===== config.mk =====
export PLATFORM = sky130hd
export DESIGN_NAME = gsc_status
export DESIGN_NICKNAME = d
export VERILOG_FILES = /design/src/logic/gsc_pkg.sv /design/src/logic/gsc_counter.sv /design/src/logic/gsc_status.sv
export VERILOG_INCLUDE_DIRS = /design/src /design/src/logic
export SDC_FILE = /design/constraint.sdc
export NUM_CORES = 1
export LEC_CHECK = 0
export CAP_MARGIN = 30
export CORE_AREA = 2 2 50 52
export CTS_CLUSTER_SIZE = 25
export DETAILED_ROUTE_END_ITERATION = 6
export DIE_AREA = 0 0 52 54
export DONT_BUFFER_PORTS = 1
export GPL_ROUTABILITY_DRIVEN = 0
export PLACE_DENSITY = 0.7
export SLEW_MARGIN = 20
export SYNTH_ARGS = -nofsm -noshare
export SYNTH_HDL_FRONTEND = slang
export SYNTH_SLANG_ARGS = --single-unit

===== constraint.sdc =====
create_clock -name clk_sys -period 1.84 [get_ports clk_sys]
set_clock_uncertainty 0.1 [all_clocks]
set_input_delay 0.276 -clock clk_sys [delete_from_list [all_inputs] [get_ports clk_sys]]
set_output_delay 0.276 -clock clk_sys [all_outputs]
set_load 0.01 [all_outputs]

===== src/logic/gsc_regs.svh =====
// Register offsets, field positions, reset values and widths of the status block
`ifndef GSC_REGS_SVH
`define GSC_REGS_SVH
`define GSC_ADDR_W 7
`define GSC_OFS_STATUS 7'h01
`define GSC_OFS_INTERFACE_WRITE_COUNTER 7'h02
`define GSC_BIT_RESET 0
`define GSC_BIT_DRV_ERR 1
`define GSC_BIT_PUMP_UV 2
`define GSC_BIT_REGMAP 3
`define GSC_BIT_SUPPLY_UV 4
`define GSC_FLAG_W 5
`define GSC_STATUS_RST 5'h1D
`define GSC_INTERFACE_WRITE_COUNTER_RST 8'h00
`define GSC_INTERFACE_WRITE_COUNTER_W 8
`endif


===== src/logic/gsc_pkg.sv =====
// Access type used by the status block logic
package gsc_pkg;
  typedef enum logic [1:0] {
    GSC_IDLE,
    GSC_READ,
    GSC_WRITE
  } gsc_acc_t;
endpackage : gsc_pkg


===== src/logic/gsc_counter.sv =====
// Interface write counter with wrap-around
`timescale 1ns/100ps
`include "gsc_regs.svh"
module gsc_counter (
  input wire logic clk_sys,
  input wire logic sys_rst,
  input wire logic clk_en,
  input wire logic count_pulse,
  output logic [`GSC_INTERFACE_WRITE_COUNTER_W-1:0] count
);
  typedef struct packed {
    logic [`GSC_INTERFACE_WRITE_COUNTER_W-1:0] cnt;
  } gsc_cnt_state_t;
  gsc_cnt_state_t st;
  gsc_cnt_state_t next_st;

  // Natural 8-bit wrap gives 255 -> 0
  always_comb begin
    next_st = st;
    if (count_pulse) begin
      next_st.cnt = st.cnt + 8'h01; // RULE13
    end
  end

  always_ff @(posedge clk_sys) begin
    if (sys_rst) begin
      st.cnt <= `GSC_INTERFACE_WRITE_COUNTER_RST;
    end else if (clk_en) begin
      st <= next_st;
    end
  end

  assign count = st.cnt;

  wrap_ok_a: assert property (@(posedge clk_sys) disable iff (sys_rst) // RULE13
    clk_en && count_pulse && st.cnt == 8'hFF |=> st.cnt == 8'h00)
    else $error("counter did not wrap");
endmodule : gsc_counter


===== src/logic/gsc_status.sv =====
// Global status flags and interface write counter registers
`timescale 1ns/100ps
`include "gsc_regs.svh"
// Notes on behaviour
// RULE1 - A status flag clears when a one is written to its bit and stays set until then.
// RULE2 - Bit 4 latches whenever the supply has been undervoltage since last clear or reset.
// RULE3 - After power-up the flags in bits 4, 3, 2 and 0 read one.
// RULE4 - Bit 3 sets when the register map is reset and all registers take reset values; here only the write counter and read data clear, other flags are kept.
// RULE5 - Bit 2 sets on pump undervoltage and the driver is held off while it lasts.
// RULE6 - The pump undervoltage flag stays latched after the condition ends until cleared.
// RULE7 - Bit 1 sets on driver shutdown from overtemperature or short, resetting to zero.
// RULE8 - Clearing the driver fault flag only works once temperature is below the limit.
// RULE9 - Bit 0 sets whenever the device has been reset.
// RULE10 - The 8-bit counter increments on each successful UART register write.
// RULE11 - Register reads leave the counter unchanged.
// RULE12 - The counter does not count in SPI operation.
// RULE13 - The counter rolls over from 255 to 0.
// RULE14 - Writing zero leaves a flag unchanged and unused bits read zero.
module gsc_status (
  input wire logic clk_sys,
  input wire logic sys_rst,
  input wire logic clk_en,
  input wire logic acc_valid,
  input wire logic acc_write,
  input wire logic [`GSC_ADDR_W-1:0] acc_addr,
  input wire logic [31:0] acc_wdata,
  input wire logic acc_uart,
  input wire logic regmap_reset,
  input wire logic supply_undervolt,
  input wire logic pump_undervolt,
  input wire logic driver_shutdown,
  input wire logic over_temp,
  output logic [31:0] acc_rdata,
  output logic acc_rvalid,
  output logic driver_enable
);
  // ----------------------------------------------------------------
  // State
  // ----------------------------------------------------------------
  typedef struct packed {
    logic [`GSC_FLAG_W-1:0] flags;
    logic [31:0] rdata;
    logic rvalid;
    logic drv_en;
    gsc_pkg::gsc_acc_t last_acc;
  } gsc_state_t;
  gsc_state_t st;
  gsc_state_t next_st;
  logic [`GSC_INTERFACE_WRITE_COUNTER_W-1:0] interface_write_counter;
  logic count_pulse;
  logic do_write;
  logic do_read;

  // Address match, shared by read and write decode
  function automatic logic hit(input logic [`GSC_ADDR_W-1:0] a,
                               input logic [`GSC_ADDR_W-1:0] ofs);
    hit = (a == ofs);
  endfunction : hit

  assign do_write = acc_valid && acc_write;
  assign do_read = acc_valid && !acc_write;
  // Writes to any register count, but only over UART; reads never count
  assign count_pulse = do_write && acc_uart && !regmap_reset; // RULE10 RULE11 RULE12

  // ----------------------------------------------------------------
  // Counter instance
  // ----------------------------------------------------------------
  // Map reset waits for the clock enable so a frozen block keeps its count
  gsc_counter u_cnt ( // RULE13
    .clk_sys(clk_sys),
    .sys_rst(sys_rst || (regmap_reset && clk_en)), // RULE4
    .clk_en(clk_en),
    .count_pulse(count_pulse),
    .count(interface_write_counter)
  );

  // ----------------------------------------------------------------
  // Next-state logic
  // ----------------------------------------------------------------
  // Events are applied after the clear so a same-cycle event wins
  always_comb begin
    logic [`GSC_FLAG_W-1:0] clr;
    logic [`GSC_FLAG_W-1:0] setv;
    clr = '0;
    setv = '0;
    next_st = st;
    next_st.rvalid = 1'b0;
    next_st.last_acc = gsc_pkg::GSC_IDLE;
    if (do_write && hit(acc_addr, `GSC_OFS_STATUS)) begin
      clr = acc_wdata[`GSC_FLAG_W-1:0]; // RULE1 RULE14
      // Driver fault cannot be acknowledged while still overheated
      if (over_temp) begin
        clr[`GSC_BIT_DRV_ERR] = 1'b0; // RULE8
      end
    end
    setv[`GSC_BIT_SUPPLY_UV] = supply_undervolt; // RULE2
    setv[`GSC_BIT_PUMP_UV] = pump_undervolt; // RULE5 RULE6
    setv[`GSC_BIT_DRV_ERR] = driver_shutdown; // RULE7
    setv[`GSC_BIT_REGMAP] = regmap_reset; // RULE4
    next_st.flags = (st.flags & ~clr) | setv; // RULE1
    if (acc_valid) begin
      next_st.last_acc = acc_write ? gsc_pkg::GSC_WRITE : gsc_pkg::GSC_READ;
    end
    if (do_read) begin
      next_st.rvalid = 1'b1;
      if (hit(acc_addr, `GSC_OFS_STATUS)) begin
        next_st.rdata = {27'h0000000, st.flags}; // RULE14
      end else if (hit(acc_addr, `GSC_OFS_INTERFACE_WRITE_COUNTER)) begin
        next_st.rdata = {24'h000000, interface_write_counter}; // RULE14
      end else begin
        next_st.rdata = 32'h00000000;
      end
    end
    // Driver held off for as long as the pump is low
    next_st.drv_en = !pump_undervolt; // RULE5
    if (regmap_reset) begin
      next_st.rdata = 32'h00000000; // RULE4
    end
  end

  // ----------------------------------------------------------------
  // Registers
  // ----------------------------------------------------------------
  // Reset sets the power-up flags, including the device reset flag
  always_ff @(posedge clk_sys) begin
    if (sys_rst) begin
      st.flags <= `GSC_STATUS_RST; // RULE3 RULE9
      st.rdata <= 32'h00000000;
      st.rvalid <= 1'b0;
      st.drv_en <= 1'b0;
      st.last_acc <= gsc_pkg::GSC_IDLE;
    end else if (clk_en) begin
      st <= next_st;
    end
  end

  assign acc_rdata = st.rdata;
  assign acc_rvalid = st.rvalid;
  assign driver_enable = st.drv_en;

  // ----------------------------------------------------------------
  // Assertions
  // ----------------------------------------------------------------
  flag_clear_a: assert property (@(posedge clk_sys) disable iff (sys_rst) // RULE1
    clk_en && do_write && hit(acc_addr, `GSC_OFS_STATUS) && acc_wdata[0]
    |=> !st.flags[`GSC_BIT_RESET])
    else $error("reset flag not cleared");
  flag_hold_a: assert property (@(posedge clk_sys) disable iff (sys_rst) // RULE14
    clk_en && !do_write |=> (st.flags & $past(st.flags)) == $past(st.flags))
    else $error("flag lost without write");
  supply_set_a: assert property (@(posedge clk_sys) disable iff (sys_rst) // RULE2
    clk_en && supply_undervolt |=> st.flags[`GSC_BIT_SUPPLY_UV])
    else $error("supply flag not set");
  boot_flags_a: assert property (@(posedge clk_sys) // RULE3
    $past(sys_rst) && !sys_rst |-> st.flags == 5'h1D)
    else $error("boot flags wrong");
  regmap_set_a: assert property (@(posedge clk_sys) disable iff (sys_rst) // RULE4
    clk_en && regmap_reset |=> st.flags[`GSC_BIT_REGMAP] && interface_write_counter == 8'h00)
    else $error("regmap reset not seen");
  pump_drv_a: assert property (@(posedge clk_sys) disable iff (sys_rst) // RULE5
    clk_en && pump_undervolt |=> !driver_enable && st.flags[`GSC_BIT_PUMP_UV])
    else $error("driver not held off");
  pump_latch_a: assert property (@(posedge clk_sys) disable iff (sys_rst) // RULE6
    clk_en && st.flags[`GSC_BIT_PUMP_UV] && !do_write |=> st.flags[`GSC_BIT_PUMP_UV])
    else $error("pump flag dropped");
  drv_set_a: assert property (@(posedge clk_sys) disable iff (sys_rst) // RULE7
    clk_en && driver_shutdown |=> st.flags[`GSC_BIT_DRV_ERR])
    else $error("driver fault not set");
  drv_hot_a: assert property (@(posedge clk_sys) disable iff (sys_rst) // RULE8
    clk_en && over_temp && st.flags[`GSC_BIT_DRV_ERR] |=> st.flags[`GSC_BIT_DRV_ERR])
    else $error("driver fault cleared while hot");
  cnt_step_a: assert property (@(posedge clk_sys) disable iff (sys_rst || regmap_reset) // RULE10
    clk_en && count_pulse |=> interface_write_counter == $past(interface_write_counter) + 8'h01)
    else $error("counter did not step");
  cnt_read_a: assert property (@(posedge clk_sys) disable iff (sys_rst || regmap_reset) // RULE11
    clk_en && do_read |=> interface_write_counter == $past(interface_write_counter))
    else $error("read changed counter");
  cnt_spi_a: assert property (@(posedge clk_sys) disable iff (sys_rst || regmap_reset) // RULE12
    clk_en && do_write && !acc_uart |=> interface_write_counter == $past(interface_write_counter))
    else $error("counted in spi mode");
  read_fmt_a: assert property (@(posedge clk_sys) disable iff (sys_rst) // RULE14
    acc_rvalid |-> acc_rdata[31:8] == 24'h000000)
    else $error("unused bits not zero");

  uart_write_c: cover property (@(posedge clk_sys) clk_en && count_pulse);
  wrap_c: cover property (@(posedge clk_sys) clk_en && count_pulse && interface_write_counter == 8'hFF);
  hot_clear_c: cover property (@(posedge clk_sys) clk_en && over_temp && do_write);
  pump_c: cover property (@(posedge clk_sys) clk_en && pump_undervolt);
endmodule : gsc_status


---- Yosys cells after proc, flatten, opt, wreduce, memory -nomap -nowiden ----
Index checks and enable logic that the tools add are counted.
word-level totals
  output and inout bits ................... 34
  register bits after elaboration ......... 47
  word-level logic and storage cells ...... 30
  input port bits ......................... 50
cells by class
  add/sub/neg operators ................... 1
  multiplexer cells ....................... 6
  reduce and logical (&&, ||, !) cells .... 13
  equality and inequality tests ........... 2
  bitwise gates (word level) .............. 3
operator list
  cell                                                              count
  33-bit 2-to-1 mux                                                 1
  32-bit 2-to-1 mux                                                 1
  8-bit 2-to-1 mux                                                  2
  8-bit by 1-bit adder with 8-bit output (second input constant)    1
  7-bit by 1-bit == test with 1-bit output (second input constant)  1
  7-bit by 2-bit == test with 1-bit output (second input constant)  1
  1-bit logical AND                                                 6
  5-bit AND                                                         1
  5-bit 2-to-1 mux                                                  1
  5-bit NOT                                                         1
  5-bit bitwise OR                                                  1
  2-bit AND reduction                                               2
  1-bit logical NOT                                                 3
  2-bit nonzero test                                                1
  1-bit logical OR                                                  1
  1-bit 2-to-1 mux                                                  1

---- Longest topological paths before layout ----
  depth after elaboration ................. 6
  mapped depth ............................ 4
  mapped depth without buffers ............ 4

---- By module ----
A second synthesis with hierarchy kept.
unflattened totals
  cells, all modules ...................... 149
  area total of the unflattened synthesis .. 1286.2 um2
modules (own cells, without submodules)
  module       seq. area each (um2)  instances  cells each  area each (um2)
  gsc_status   300.3                 1          109         939.7
  gsc_counter  160.2                 1          40          346.6

---- Worst setup path after synthesis ----
Ideal clock, no wire load.
  kind .................................... input to register
  from .................................... in acc_addr[4]
  to ...................................... reg st (netlist bit acc_rdata[3])
  arrival time ............................ 1.517 ns
  slack ................................... 0.131 ns
  setup time .............................. 0.092 ns
  path buffers ............................ 1
  stages .................................. 4
  data required time ...................... 1.648 ns
  path through ............................ or4_1 -> or4_1 -> buf_2 -> o32ai_1
on the way
  word-level cells in the longest chain between the ends .. 5
  elaborated cells between the ends (all ways) .. 6
  those cells by class .................... 2 x eq/ne; 4 x mux
RTL lines
  item                                      RTL line           text
  from (decl)                               gsc_status.sv:25   input wire logic [`GSC_ADDR_W-1:0] acc_addr,
  7-bit by 2-bit == test with 1-bit output  gsc_status.sv:57   hit = (a == ofs);
  8-bit 2-to-1 mux                          gsc_status.sv:108  end else if (hit(acc_addr, `GSC_OFS_INTERFACE_WRITE_COUNTER)) begin
  8-bit 2-to-1 mux (*)                      gsc_status.sv:106  if (hit(acc_addr, `GSC_OFS_STATUS)) begin
  33-bit 2-to-1 mux (*)                     gsc_status.sv:104  if (do_read) begin
  32-bit 2-to-1 mux (*)                     gsc_status.sv:116  if (regmap_reset) begin
  to (signal assigned)                      gsc_status.sv:133  st <= next_st;
  to (decl)                                 gsc_status.sv:47   gsc_state_t st;
Mark *: on every way between the ends. The rest lies on a longest branch, timed or not. The select of a mux whose other input is x is not followed.
A chain may end at the register's enable or synchronous reset.

---- Worst setup path in the final report ----
  from .................................... reg u_cnt.st (netlist bit u_cnt.count[0])
  to ...................................... reg u_cnt.st (netlist bit u_cnt.count[2])
on the way
  word-level cells in the longest chain between the ends .. 1
RTL lines
  item                                    RTL line           text
  from (decl)                             gsc_counter.sv:14  gsc_cnt_state_t st;
  from (signal assigned)                  gsc_counter.sv:29  st <= next_st;
  8-bit by 1-bit adder with 8-bit output  gsc_counter.sv:21  next_st.cnt = st.cnt + 8'h01;
Every way passes these cells.

==> run metrics <==
Die W=52 µm; Relative slew margins=0.662; cells after synthesis=approximately 150; die area=around 2800 µm²; met3 wire len=roughly 190 µm; clock sinks=23; worst skew pair latency=between 0.3 and 0.4 ns; post-CTS setup buffers=0; Fmax=~640 MHz; proportion of layout cells with a drive suffix above 1=0.0461; final core area utilization=0.549; DRC=0; first-pass GRT wire length=3610 µm; Internal=between 0.6 and 0.7 mW; switching power=approximately 0.21 mW; Worst setup SP type=register; Worst-path clk slew=~0.14 ns; Setup TNS=0 ns; total wire length=2380 µm; unique cell type count in the Yosys netlist=31; Row Count=18; Via density=between 5 and 6; H-tree lvl count=1; IO buf count=0; register area share after synthesis=0.359; Layout Nets=roughly 200; top-area cell type share of the netlist area=0.359; area of the core=between 2000 and 2500 µm²; hold crit path type=input port to register; Critical Path AT=1.70 ns; unrepaired setup endpoints after global routing=false; cell taking the most area after synthesis=dfxtp_1; Max VDD drop=265 µV; Max clock buf depth=2; Fin. Hold Viols=0; top layer reached by signal wires=met4; number of global-route vias before repair=840; Req. time, crit path=1.99 ns; yosys warns=0; Total GRT Usage=0.173; Pins Over Slew Limit=0; antenna violations before repair=0; share of power burned in registers=0.613; kind of critical path=register to register; DR iter-0 viols=15; DRT antenna net count=0; Combinational Power Share=0.100; ant diodes=0; status=finished, final reports clean; crit end category=register; final worst path period share=0.846; Max FO, Critical Path=6; CTS tree=built; met2 wire length=roughly 1100 µm; PwrDens=between 600 and 700 nW/µm²; Synth async-reset ratio=0; Routed wire per std cell=about 13 µm; Initial Util=0.553; synthesized area=1280 µm²; Post-synth EDFFs=0; Final min period=between 1.5 and 2 ns; final HPWL from detailed placement=around 1800 µm; number of CTS-inserted buffers=3; drt pass-1 iters=4; largest net degree at the start of global routing=17; global route overflow=0; CTS root buf=clkbuf_4; clock power share=0.287; switching share of power=0.258; Yosys reg bits=23; Die Height=54 µm; I/O Pins=between 80 and 90; area grow syn2layout=-0.780%; Pleak=about 0.45 nW; endpoints failing setup=0; Slew @ Worst Pin=~0.51 ns; Vias=just under 1000; most used flip-flop cell after synthesis=dfxtp_1; Max-Cap Viols=0; Fill cells=approximately 220; Mean Syn Cell Area=between 8 and 9 µm²; top area cells in the synthesized netlist=dfxtp_1 (36%), buf_4 (19%), o32ai_1 (5.5%); met1 wire length=a little under 1000 µm
[final timing paths]
kind / from / endpoint / slack, ns / cells past startpoint
worst min register to register: u_cnt.count[7] / u_cnt.count[7] / 0.39 / 2
worst min-delay path: clk_en / st[40] / 0.01 / 2
worst max-delay path: u_cnt.count[0] / u_cnt.count[2] / 0.28 / 4
worst max register to register: u_cnt.count[0] / u_cnt.count[2] / 0.28 / 4
[cell usage after synthesis, drive strengths merged (4+ instances only)]
cell and number:
a22oi 5, nand2 7, a21oi 10, o32ai 8, nor2 5, dfxtp 23, buf 34, clkbuf 4
inv 13, or4 7, o31ai 5
[cell families after synthesis]
logic type	after synthesis	share of synthesized area
flip-flops	23	0.359
multiplexers	2	0.0156
other	1	0.00292
AND/OR/NAND/NOR	34	0.155
adder cells (fa/ha/maj)	1	0.00975
buffers and inverters	51	0.244
AO/OA/AOI/OAI	40	0.214
[layer usage]
| metal | global-route usage | vias up |
|---|---|---|
| li1 | - | 492 |
| met1 | 0.216 | 438 |
| met2 | 0.285 | 34 |
| met3 | 0.0333 | 6 |
| met4 | 0.0877 | 0 |
| met5 | 0 | - |
[cell type report]
class | instances | area, µm² | area share
clock buffers | 3 | 22.5 | 0.0177
multi-input cells | 101 | 597 | 0.469
well taps | 30 | 37.5 | 0.0295
clock inverters | 1 | 5.00 | 0.00393
repair buffers | 11 | 103 | 0.0805
flip-flops and latches | 23 | 460 | 0.361
inverters | 13 | 48.8 | 0.0383
[timing repair]
item                                    CTS  global route
gates resized for setup                   0             0
endpoints found under the setup margin    0             0
hold endpoints to repair                 15             2
hold buffers                              6             2
[power groups by stage]
stage | Sequential (mW) | Combinational [mW] | Clock [mW]
3_5_place_dp | 0.517 | 0.0635 | 0
5_1_grt | 0.507 | 0.0930 | 0.262
4_1_cts | 0.506 | 0.0779 | 0.242
2_1_floorplan | 0.516 | 0.101 | 0
3_3_place_gp | 0.517 | 0.0622 | 0
6_report | 0.506 | 0.0829 | 0.237
[state kept, by name (all words and copies together), names as in the netlist]
signal         count
acc_rdata          8
acc_rvalid         1
driver_enable      1
st                 5
u_cnt.count        8
[worst max-delay path, cell delays in order, from the launching register on]
cell and delay [ns]:
dfxtp_1 0.45, ha_1 0.23, inv_1 0.07, or4_1 0.49
a21oi_1 0.15
[stage by stage]
stage	power (mW)	hold WS [ns]	cell area (µm²)	std cells	worst slack (ns)
2_1_floorplan	0.617	0.275	1370	175	0.131
3_3_place_gp	0.580	0.252	1170	170	0.0317
3_5_place_dp	0.581	0.254	1170	170	-0.000401
4_1_cts	0.827	0.00250	1250	180	0.288
5_1_grt	0.862	0.000607	1270	182	0.204
6_report	0.826	0.0105	1270	182	0.284
[cells in the final DEF (no fill, tap or decap), drive strengths merged, types with 2 or more instances in the layout]
cell / n
conb: 24
dfxtp: 23
inv: 13
a21oi: 10
o32ai: 8
dlygate4sd3: 8
nand2: 7
or4: 7
o31ai: 5
nor2: 5
a22oi: 5
nand2b: 3
o21ai: 3
nor2b: 3
a211oi: 3
a31oi: 3
clkbuf: 3
buf: 3
or3: 2
mux2i: 2
nand4: 2
(Power assumes the default switching activity.)
